--- config.mk ---
export PLATFORM = sky130hd
export DESIGN_NAME = dbgsb_ctrl
export DESIGN_NICKNAME = d
export VERILOG_FILES = /design/src/dbgsb_ctrl.v /design/src/dbgsb_sync.v
export VERILOG_INCLUDE_DIRS = /design/src /design/src/src
export SDC_FILE = /design/constraint.sdc
export NUM_CORES = 1
export LEC_CHECK = 0
export BUFFER_PORTS_ARGS = -buffer_cell sky130_fd_sc_hd__buf_2
export CELL_PAD_IN_SITES_DETAIL_PLACEMENT = 1
export CELL_PAD_IN_SITES_GLOBAL_PLACEMENT = 2
export CORE_MARGIN = 3
export CORE_UTILIZATION = 33
export DETAILED_ROUTE_END_ITERATION = 10
export PLACE_DENSITY = 0.8
export SYNTH_ARGS = -nofsm -noshare
export SYNTH_HDL_FRONTEND = slang
export SYNTH_HIERARCHICAL = 1
export SYNTH_SLANG_ARGS = --single-unit
--- constraint.sdc ---
create_clock -name clk_sys -period 5.1 [get_ports clk_sys]
set_clock_uncertainty 0.15 [all_clocks]
set_input_delay 0.255 -clock clk_sys [delete_from_list [all_inputs] [get_ports clk_sys]]
set_output_delay 0.255 -clock clk_sys [all_outputs]
set_load 0.1 [all_outputs]
--- src/dbgsb_regs.vh ---
// Constants for the debug sync and breakpoint controller
`ifndef DBGSB_REGS_VH
`define DBGSB_REGS_VH
// Status/control bit positions
`define DBGSB_BIT_PERMIT 7
`define DBGSB_BIT_ACTIVE 6
`define DBGSB_BIT_BKPT_EN 5
`define DBGSB_BIT_TYPE 4
`define DBGSB_BIT_CLKSEL 3
`define DBGSB_BIT_WAITSTOP 2
`define DBGSB_BIT_WSFAIL 1
`define DBGSB_BIT_DVFAIL 0
// Mask of bits the control-write command may change
`define DBGSB_CTRL_WMASK 8'hB8
// Reset values
`define DBGSB_CTRL_RESET 8'h00
`define DBGSB_MATCH_RESET 16'h0000
// Serial command codes
`define DBGSB_CMD_HALT 8'h90
`define DBGSB_CMD_RD_STATUS 8'hE4
`define DBGSB_CMD_WR_CONTROL 8'hC4
`define DBGSB_CMD_RD_MATCH 8'hE2
`define DBGSB_CMD_WR_MATCH 8'hC2
// Sync timing in debug clock cycles
`define DBGSB_SYNC_DETECT 8'd64
`define DBGSB_SYNC_DELAY 8'd16
`define DBGSB_SYNC_PULSE 8'd128
`define DBGSB_SYNC_SPEEDUP 8'd1
`endif

--- src/dbgsb_ctrl.v ---
// Debug controller: sync response, breakpoint, debug registers
`timescale 1ns/100ps
`default_nettype none
`include "dbgsb_regs.vh"
// Functional notes
// - Wait pin high, then 16 cycles
// - Drive pin low exactly 128 cycles
// - One-cycle high speedup, then release
// - Compare each bus address with match
// - Forced match halts at instruction boundary
// - Tagged opcode halts at queue end
// - Enable bit 5 resets 0, gates breakpoint requests
// - Bit 4 selects forced or tagged
// - Registers reached only by serial commands
// - Permit write ignored while halted
// - Four status bits are read-only
// - Clock select bit 3 resets 0
// - Permit bit 7 gates halt entry
// - Bit 6 shows halted mode active
// - Halt command needs permit bit set
// - Status read returns control register
// - Control write updates writable bits
// - Match read returns 16-bit register
module dbgsb_ctrl (
  input wire clk_sys,
  input wire rst_n,
  input wire alt_clk_tick,
  input wire debug_pin_in,
  output wire debug_pin_out,
  output wire debug_pin_oe,
  input wire cmd_valid,
  input wire [7:0] cmd_code,
  input wire [15:0] cmd_wdata,
  output reg [15:0] cmd_rdata,
  output reg cmd_rvalid,
  input wire [15:0] cpu_addr,
  input wire cpu_access,
  input wire cpu_opcode_fetch,
  input wire cpu_insn_boundary,
  input wire cpu_queue_end,
  input wire cpu_queue_tagged,
  input wire cpu_resume,
  input wire cpu_wait_stop,
  input wire cpu_ws_fail,
  output reg opcode_tag,
  output wire halt_request,
  output reg halted_mode_active,
  output wire debug_clock_select
);
  // ---------------------------------------------------------------
  // Register state
  // ---------------------------------------------------------------
  reg debug_permit;
  reg breakpoint_enable;
  reg breakpoint_type_select;
  reg debug_clock_sel;
  reg wait_stop_status;
  reg wait_stop_failure;
  reg [15:0] breakpoint_match_address;
  reg pin_meta;
  reg pin_sync;
  reg forced_pending;
  wire data_valid_failure;
  wire dbg_tick;
  wire [7:0] status_byte;
  wire cmd_halt;
  wire bkpt_forced;
  wire bkpt_tagged;

  // ---------------------------------------------------------------
  // Reset image of the status/control byte
  // ---------------------------------------------------------------
  localparam [7:0] CTRL_RST = `DBGSB_CTRL_RESET;

  // Composite status/control byte
  function [7:0] pack_status;
    input p, a, e, t, c, w, f, d;
    begin
      pack_status = {p, a, e, t, c, w, f, d};
    end
  endfunction

  assign data_valid_failure = 1'b0; // No slow memory present
  assign debug_clock_select = debug_clock_sel;
  assign status_byte = pack_status(debug_permit, halted_mode_active,
    breakpoint_enable, breakpoint_type_select, debug_clock_sel,
    wait_stop_status, wait_stop_failure, data_valid_failure);

  // Debug clock tick: alternate source or every bus clock
  assign dbg_tick = debug_clock_sel ? 1'b1 : alt_clk_tick;

  // ---------------------------------------------------------------
  // Pin synchroniser
  // ---------------------------------------------------------------
  always @(posedge clk_sys) begin
    if (!rst_n) begin
      pin_meta <= 1'b1;
      pin_sync <= 1'b1;
    end else begin
      pin_meta <= debug_pin_in;
      pin_sync <= pin_meta;
    end
  end

  dbgsb_sync u_sync (
    .clk_sys(clk_sys),
    .rst_n(rst_n),
    .dbg_tick(dbg_tick),
    .pin_level(pin_sync),
    .pin_out(debug_pin_out),
    .pin_oe(debug_pin_oe),
    .sync_busy()
  );

  // ---------------------------------------------------------------
  // Breakpoint compare
  // ---------------------------------------------------------------
  // Forced type matches any access, tagged only opcode fetches; enable gates both
  assign bkpt_forced = breakpoint_enable && breakpoint_type_select &&
    cpu_access && (cpu_addr == breakpoint_match_address);
  assign bkpt_tagged = breakpoint_enable && !breakpoint_type_select &&
    cpu_opcode_fetch && (cpu_addr == breakpoint_match_address);

  // Tag follows the fetched opcode into the queue
  always @(posedge clk_sys) begin
    if (!rst_n) begin
      opcode_tag <= 1'b0;
    end else begin
      opcode_tag <= bkpt_tagged;
    end
  end

  // Forced hit held until the next instruction boundary outside halted mode
  always @(posedge clk_sys) begin
    if (!rst_n) begin
      forced_pending <= 1'b0;
    end else if (cpu_insn_boundary && !halted_mode_active) begin
      forced_pending <= 1'b0;
    end else if (bkpt_forced) begin
      forced_pending <= 1'b1;
    end
  end

  assign cmd_halt = cmd_valid && (cmd_code == `DBGSB_CMD_HALT);

  // Halt sources, all gated by the permit bit
  assign halt_request = debug_permit && !halted_mode_active && (
    cmd_halt ||
    ((forced_pending || bkpt_forced) && cpu_insn_boundary) ||
    (breakpoint_enable && cpu_queue_end && cpu_queue_tagged));

  // ---------------------------------------------------------------
  // Halted mode and wait/stop status
  // ---------------------------------------------------------------
  always @(posedge clk_sys) begin
    if (!rst_n) begin
      halted_mode_active <= CTRL_RST[`DBGSB_BIT_ACTIVE];
      wait_stop_status <= CTRL_RST[`DBGSB_BIT_WAITSTOP];
      wait_stop_failure <= CTRL_RST[`DBGSB_BIT_WSFAIL];
    end else begin
      // Halt entry wins over a resume in the same cycle
      if (halt_request) begin
        halted_mode_active <= 1'b1;
      end else if (cpu_resume) begin
        halted_mode_active <= 1'b0;
      end
      // Wait/stop entry wins over the resume clear
      if (cpu_wait_stop) begin
        wait_stop_status <= 1'b1;
      end else if (cpu_resume) begin
        wait_stop_status <= 1'b0;
      end
      // A new failure wins over the read-clear
      if (cpu_ws_fail) begin
        wait_stop_failure <= 1'b1;
      end else if (cmd_valid && cmd_code == `DBGSB_CMD_RD_STATUS) begin
        wait_stop_failure <= 1'b0;
      end
    end
  end

  // ---------------------------------------------------------------
  // Serial command register access
  // ---------------------------------------------------------------
  always @(posedge clk_sys) begin
    if (!rst_n) begin
      debug_permit <= CTRL_RST[`DBGSB_BIT_PERMIT];
      breakpoint_enable <= CTRL_RST[`DBGSB_BIT_BKPT_EN];
      breakpoint_type_select <= CTRL_RST[`DBGSB_BIT_TYPE];
      debug_clock_sel <= CTRL_RST[`DBGSB_BIT_CLKSEL];
      breakpoint_match_address <= `DBGSB_MATCH_RESET;
      cmd_rdata <= 16'h0000;
      cmd_rvalid <= 1'b0;
    end else begin
      // Read strobe lasts a single cycle
      cmd_rvalid <= 1'b0;
      if (cmd_valid && cmd_code == `DBGSB_CMD_WR_CONTROL) begin
        // Status bits are never taken from the written byte
        if (!halted_mode_active) begin
          debug_permit <= cmd_wdata[`DBGSB_BIT_PERMIT];
        end
        breakpoint_enable <= cmd_wdata[`DBGSB_BIT_BKPT_EN];
        breakpoint_type_select <= cmd_wdata[`DBGSB_BIT_TYPE];
        debug_clock_sel <= cmd_wdata[`DBGSB_BIT_CLKSEL];
      end else if (cmd_valid && cmd_code == `DBGSB_CMD_WR_MATCH) begin
        breakpoint_match_address <= cmd_wdata;
      end else if (cmd_valid && cmd_code == `DBGSB_CMD_RD_STATUS) begin
        cmd_rdata <= {8'h00, status_byte};
        cmd_rvalid <= 1'b1;
      end else if (cmd_valid && cmd_code == `DBGSB_CMD_RD_MATCH) begin
        cmd_rdata <= breakpoint_match_address;
        cmd_rvalid <= 1'b1;
      end
    end
  end
endmodule
`default_nettype wire

--- src/dbgsb_sync.v ---
// Speed-probe detector and reference pulse generator
`timescale 1ns/100ps
`default_nettype none
`include "dbgsb_regs.vh"
module dbgsb_sync (
  input wire clk_sys,
  input wire rst_n,
  input wire dbg_tick,
  input wire pin_level,
  output reg pin_out,
  output reg pin_oe,
  output wire sync_busy
);
  localparam [4:0] ST_IDLE = 5'h01;
  localparam [4:0] ST_WAIT_HIGH = 5'h02;
  localparam [4:0] ST_DELAY = 5'h04;
  localparam [4:0] ST_PULSE = 5'h08;
  localparam [4:0] ST_SPEEDUP = 5'h10;
  reg [4:0] state;
  reg [7:0] count;
  assign sync_busy = (state != ST_IDLE);
  // ---------------------------------------------------------------
  // Sync sequencer, advances on debug clock ticks
  // ---------------------------------------------------------------
  always @(posedge clk_sys) begin
    if (!rst_n) begin
      state <= ST_IDLE;
      count <= 8'h00;
      pin_out <= 1'b1;
      pin_oe <= 1'b0;
    end else if (dbg_tick) begin
      case (state)
        ST_IDLE: begin
          // Count a low longer than any bit transfer could be
          if (pin_level) begin
            count <= 8'h00;
          end else if (count == `DBGSB_SYNC_DETECT - 8'd1) begin
            state <= ST_WAIT_HIGH;
            count <= 8'h00;
          end else begin
            count <= count + 8'd1;
          end
        end
        ST_WAIT_HIGH: begin
          if (pin_level) begin
            state <= ST_DELAY;
            count <= 8'h00;
          end
        end
        ST_DELAY: begin
          if (count == `DBGSB_SYNC_DELAY - 8'd1) begin
            state <= ST_PULSE;
            count <= 8'h00;
            pin_out <= 1'b0;
            pin_oe <= 1'b1;
          end else begin
            count <= count + 8'd1;
          end
        end
        ST_PULSE: begin
          if (count == `DBGSB_SYNC_PULSE - 8'd1) begin
            state <= ST_SPEEDUP;
            count <= 8'h00;
            pin_out <= 1'b1;
          end else begin
            count <= count + 8'd1;
          end
        end
        ST_SPEEDUP: begin
          state <= ST_IDLE;
          pin_oe <= 1'b0;
          count <= 8'h00;
        end
        default: begin
          state <= ST_IDLE;
          pin_oe <= 1'b0;
          pin_out <= 1'b1;
        end
      endcase
    end
  end
endmodule
`default_nettype wire

# Word-level counts from Yosys, hierarchy flattened
# Cells that the tools add are included.
dict set report totals {
  regBits 59
  input_bits 53
  out_inout_bits 23
  wordCells 109
}
dict set report op_classes {
  n_addsub 1
  eq_ne 19
  muxes 27
  bitwise_logic 6
  reduce_logical 38
}
# cell n
set ops {}
lappend ops {{$eq 8x8->1 const B} 5}
lappend ops {{$mux 8} 5}
lappend ops {{$pmux 8 s5} 1}
lappend ops {{$mux 16} 2}
lappend ops {{$mux 5} 5}
lappend ops {{$pmux 5 s4} 1}
lappend ops {{$logic_and 1x1->1} 17}
lappend ops {{$eq 16x16->1} 1}
lappend ops {{$mux 1} 11}
lappend ops {{$reduce_and 3->1} 3}
lappend ops {{$reduce_or 3->1} 3}
lappend ops {{$add 8x1->8 const B} 1}
lappend ops {{$eq 8x4->1 const B} 1}
lappend ops {{$eq 8x6->1 const B} 1}
lappend ops {{$eq 8x7->1 const B} 1}
lappend ops {{$reduce_bool 2->1} 4}
lappend ops {{$ne 2x1->1 const B} 3}
lappend ops {{$not 1->1} 6}
lappend ops {{$reduce_and 6->1} 1}
lappend ops {{$eq 5x1->1 const B} 1}
lappend ops {{$eq 5x2->1 const B} 1}
lappend ops {{$eq 5x3->1 const B} 1}
lappend ops {{$eq 5x4->1 const B} 1}
lappend ops {{$eq 5x5->1 const B} 1}
lappend ops {{other kinds (9)} 14}

# Depth between registers and ports, before layout
dict set report logic_depth {
  word_depth 9
  ltp_mapped 8
  mapped_depth_nobuf 7
}

# By module
# Netlist, hierarchy kept.
# mod n_inst cells_per_inst area_each_um2 seq_area_each_um2
set modules_own_cells {}
lappend modules_own_cells {dbgsb_ctrl 1 183 1979.4 880.8}
lappend modules_own_cells {dbgsb_sync 1 113 952.2 300.3}

# Least setup slack after synthesis
# No wires, ideal clock.
dict set report synth_path {
  kind {register to output}
  start {register halted_mode_active}
  end {output port halt_request}
  arrival_ns 3.335
  required_ns 4.695
  slack_ns 1.360
  path_stages_with_launch 5
  n_path_buf 0
  cell_sequence {dfxtp_1 > nor2b_1 > and4_1 > nand3_1 > o21ai_0}
}
dict set report synth_between {
  elab_chain_len 3
}
# item line_no
set synth_rtl {}
lappend synth_rtl {{from (decl)} dbgsb_ctrl.v:47} ;# output reg halted_mode_active,
lappend synth_rtl {{from (signal assigned)} dbgsb_ctrl.v:157} ;# halted_mode_active <= CTRL_RST[`DBGSB_BIT_ACTIVE];
lappend synth_rtl {{$logic_not 1->1} -}
lappend synth_rtl {{$logic_and 1x1->1 (2 in a row)} dbgsb_ctrl.v:147} ;# assign halt_request = debug_permit && !halted_mode_active && (
lappend synth_rtl {{to (decl)} dbgsb_ctrl.v:46} ;# output wire halt_request,
# Every way passes these cells.

# Final worst setup path
dict set report layout_path {
  start {register breakpoint_match_address[2]}
  end {output port halt_request}
}
dict set report layout_between {
  elab_chain_len 7
}
# item line_no
set layout_rtl {}
lappend layout_rtl {{from (decl)} dbgsb_ctrl.v:59} ;# reg [15:0] breakpoint_match_address;
lappend layout_rtl {{from (signal assigned)} dbgsb_ctrl.v:191} ;# breakpoint_match_address <= `DBGSB_MATCH_RESET;
lappend layout_rtl {{from (signal assigned)} dbgsb_ctrl.v:206} ;# breakpoint_match_address <= cmd_wdata;
lappend layout_rtl {{$eq 16x16->1} dbgsb_ctrl.v:120} ;# cpu_access && (cpu_addr == breakpoint_match_address);
lappend layout_rtl {{$logic_and 1x1->1} dbgsb_ctrl.v:120}
lappend layout_rtl {{$logic_or 1x1->1} dbgsb_ctrl.v:149} ;# ((forced_pending || bkpt_forced) && cpu_insn_boundary) ||
lappend layout_rtl {{$logic_and 1x1->1} dbgsb_ctrl.v:149}
lappend layout_rtl {{$logic_or 1x1->1} dbgsb_ctrl.v:148} ;# cmd_halt ||
lappend layout_rtl {{$logic_or 1x1->1} dbgsb_ctrl.v:149}
lappend layout_rtl {{$logic_and 1x1->1} dbgsb_ctrl.v:147}
# Every way passes these cells.

==> impl_results.md <==
* PostCTS Resize Cnt at 0
* Max FO, Critical Path at 3
* Relative slew slack at 46.8%
* Via density at 5.16
* Synth cell types at 57
* YS warnings at 6
* Clk slew on worst S/H paths at 70 ps
* Sink Count at 59
* Arr. time, crit path at 2290 ps
* Reg-to-Reg Start: u_sync/count[0]
* Critical R2R Capture: u_sync/count[4]
* Root Driver: clkbuf_8
* Critical path launch point type: flop
* GR Overflow Total at 0
* Worst Hold Class: input pin to flop
* Top_reg_cell synth: dfxtp_1
* Area grow syn2layout at 23.1%
* Final setup violation count at 0
* Fraction of layout cells with a size suffix above 1 at 28.6%
* Share of flip-flops with an asynchronous set or reset at 0%
* Clock latency on the worst-skew pair at 330 ps
* Placed Cells at 467
* Cell Area, Synth at 2930 um^2
* Max frequency at 371 MHz
* Critical Path Sink Type: output port
* Gr usage total at 16.6%
* Total Nets Final at 431
* Net Count, Synth at 350
* Vias in the first global route at 2484
* Fill count at 1022
* WP data required at 4700 ps
* WL/cell at 16.6 um
* CTS Buffer Depth at 2
* Cell Rows at 33
* Global-route wire length before repair at 13100 um
* Gate Count Post-Synth at 296
* RSZ-0062 raised after global routing: no
* Worst hold start: cmd_wdata[12]
* Slew Limit Fails at 0
* Part of the cycle the worst path needs at 52.9%
* Worst Hold Depth at 3
* I/O pins at 76
* Max-cap check violation count at 0
* Register area share after synthesis at 40.3%
* Max VDD drop at 0.243 mV
* Core area at 8420 um^2
* Routability cong. at 0.852
* Detailed Route Iter0 Violations at 99
* Num CTS Buffers at 9
* Worst Tran Pin Value at 799 ps
* TNS Setup at 0 ps
* Post-route ant nets at 0
* Register bit total from synthesis at 59
* Total Wirelength at 8090 um
* IO Port Bufs at 75
* Chip Height at 100 um
* CTS H-tree depth at 3
* Initial Util at 34.8%
* Leak Pwr at 1.48 nW
* Detailed Routing Iterations Pass 1 at 4
* Largest net degree at the start of global routing at 47
* Run status: completed
* Die width at 100 um
* Post-route DRC at 0
* Layout Cells excl Fill at 487
* R2R cell count at 7
* CTS tree: built
* Initial antenna violation count at 1
* HPWL Detailed at 6020 um
* EDFF count, synth at 0
* R2R Setup Slk at 2540 ps
* Pwr/cell area at 338 nW/um^2
* Crit Path Category: flop to output port
* Hold EP: breakpoint_match_address[12]
* Syn Area/Cell at 9.90 um^2
* Fin. Hold Viols at 0
* Die area at 10100 um^2
* Minimum clock period at 2700 ps
* DR vias at 2515
where the power goes:
| part | total (mW) | leakage (nW) | switching (mW) | internal (mW) |
|---|---|---|---|---|
| clock network | 0.409 | 0.0881 | 0.188 | 0.221 |
| logic | 0.300 | 0.912 | 0.174 | 0.126 |
| registers | 0.510 | 0.477 | 0.0302 | 0.480 |
| total | 1.22 | 1.48 | 0.392 | 0.828 |
layout make-up:
type                            count  area [um^2]  share of cell area (%)
Antenna cell                        1         2.50                  0.0693
Clock buffer                       10          128                    3.54
Tap cell                          105          131                    3.64
Clock inverter                      5         55.1                    1.53
Timing Repair Buffer               82          438                    12.1
Inverter                           15         56.3                    1.56
Sequential cell                    59         1180                    32.7
Multi-Input combinational cell    210         1620                    44.8
per-layer routing:
metal / up-vias / wire length, um / track usage [%]
met5: - / 0 / 0
met4: 0 / 23 / 6.53
met3: 2 / 485 / 3.54
met2: 70 / 3520 / 24.0
met1: 1190 / 4060 / 24.0
li1: 1253 / - / -
repair_timing:
action	in CTS	in global routing
setup buffers	0	0
endpoints found under the hold margin	4	0
hold buffers	4	0
metrics by stage:
| stage | util [%] | hold WS (ps) | area, um^2 | setup WS (ps) | total power [mW] |
|---|---|---|---|---|---|
| CTS | 42.8 | 22.8 | 3610 | 2360 | 1.23 |
| finish | 42.8 | 33.1 | 3610 | 2400 | 1.22 |
| global placement | 40.2 | 241 | 3380 | 2550 | 0.813 |
| global route | 42.8 | 29.5 | 3610 | 2280 | 1.29 |
| detailed placement | 40.2 | 252 | 3380 | 2510 | 0.819 |
| floorplan | - | 206 | 2930 | 1360 | 0.757 |
flip-flops by register name (all words and copies together), names as in the netlist, 5 cells and up:
name and count:
breakpoint_match_address 16, cmd_rdata 16, u_sync/count 8, u_sync/state 5
Yosys cell counts (2+ instances only):
cell type   n  area [um^2]
dfxtp_1    59         1180
nor2b_1    25          156
mux2i_1    23          230
inv_1      15         56.3
a22o_1     14          123
nand2_1    14         52.6
o21ai_0    11         55.1
xnor2_1    10         87.6
xor2_1      9         78.8
nand3_1     8         40.0
nor2_1      8         30.0
nor4_1      8         50.1
a222oi_1    7         70.1
clkbuf_1    6         22.5
nor3_1      5         25.0
buf_6       4         45.0
nand4_1     4         25.0
o211ai_1    4         30.0
or3_1       4         25.0
a21boi_0    3         22.5
a21oi_1     3         15.0
and2_1      3         18.8
and3_1      3         18.8
nand2b_1    3         18.8
nor4_4      3         63.8
o21a_1      3         22.5
or2_2       3         18.8
buf_2       2         10.0
nand3b_1    2         15.0
nand4bb_1   2         22.5
o31ai_1     2         15.0
layout by cell type, fill, tap and decap left out, types with 5 or more instances in the layout:
cell type	synthesis	layout
nand2_1	14	14
nor2_1	8	8
xor2_1	9	9
buf_2	2	75
o21ai_0	11	11
nand3_1	8	8
dfxtp_1	59	59
a22o_1	14	14
a222oi_1	7	7
nor3_1	5	5
xnor2_1	10	10
inv_1	15	15
mux2i_1	23	23
nor4_1	8	8
clkbuf_8	0	9
nor2b_1	25	25
kinds of logic (layout without fill, tap and decap cells):
logic type	after synthesis	after routing	share of synthesized area, %
AOI/OAI and AO/OA	60	60	17.7
xor gates and xnor gates	19	19	5.68
adders and majority gates	1	1	0.427
buffers and inverters	27	112	4.57
DFF	59	59	40.3
muxes	23	23	7.85
other	0	1	0
and+or+nand+nor	107	107	23.5
how the worst max path moves through the flow:
| stage | from | to | slack (ps) | cells after the start |
|---|---|---|---|---|
| floorplan | halted_mode_active | halt_request | 1360 | 4 |
| global placement | cmd_code[3] | halt_request | 2550 | 6 |
| detailed placement | cmd_code[3] | halt_request | 2510 | 6 |
| CTS | breakpoint_match_address[2] | halt_request | 2360 | 5 |
| global route | breakpoint_match_address[2] | halt_request | 2280 | 5 |
| finish | breakpoint_match_address[2] | halt_request | 2400 | 5 |
worst max-delay path, cell delays in order, from the launching register on:
cell,delay [ps]
dfxtp_1,360
xor2_1,170
nor4_1,570
nand3_1,120
o21ai_0,250
buf_2,470
Power figures use the tool's default switching activity.
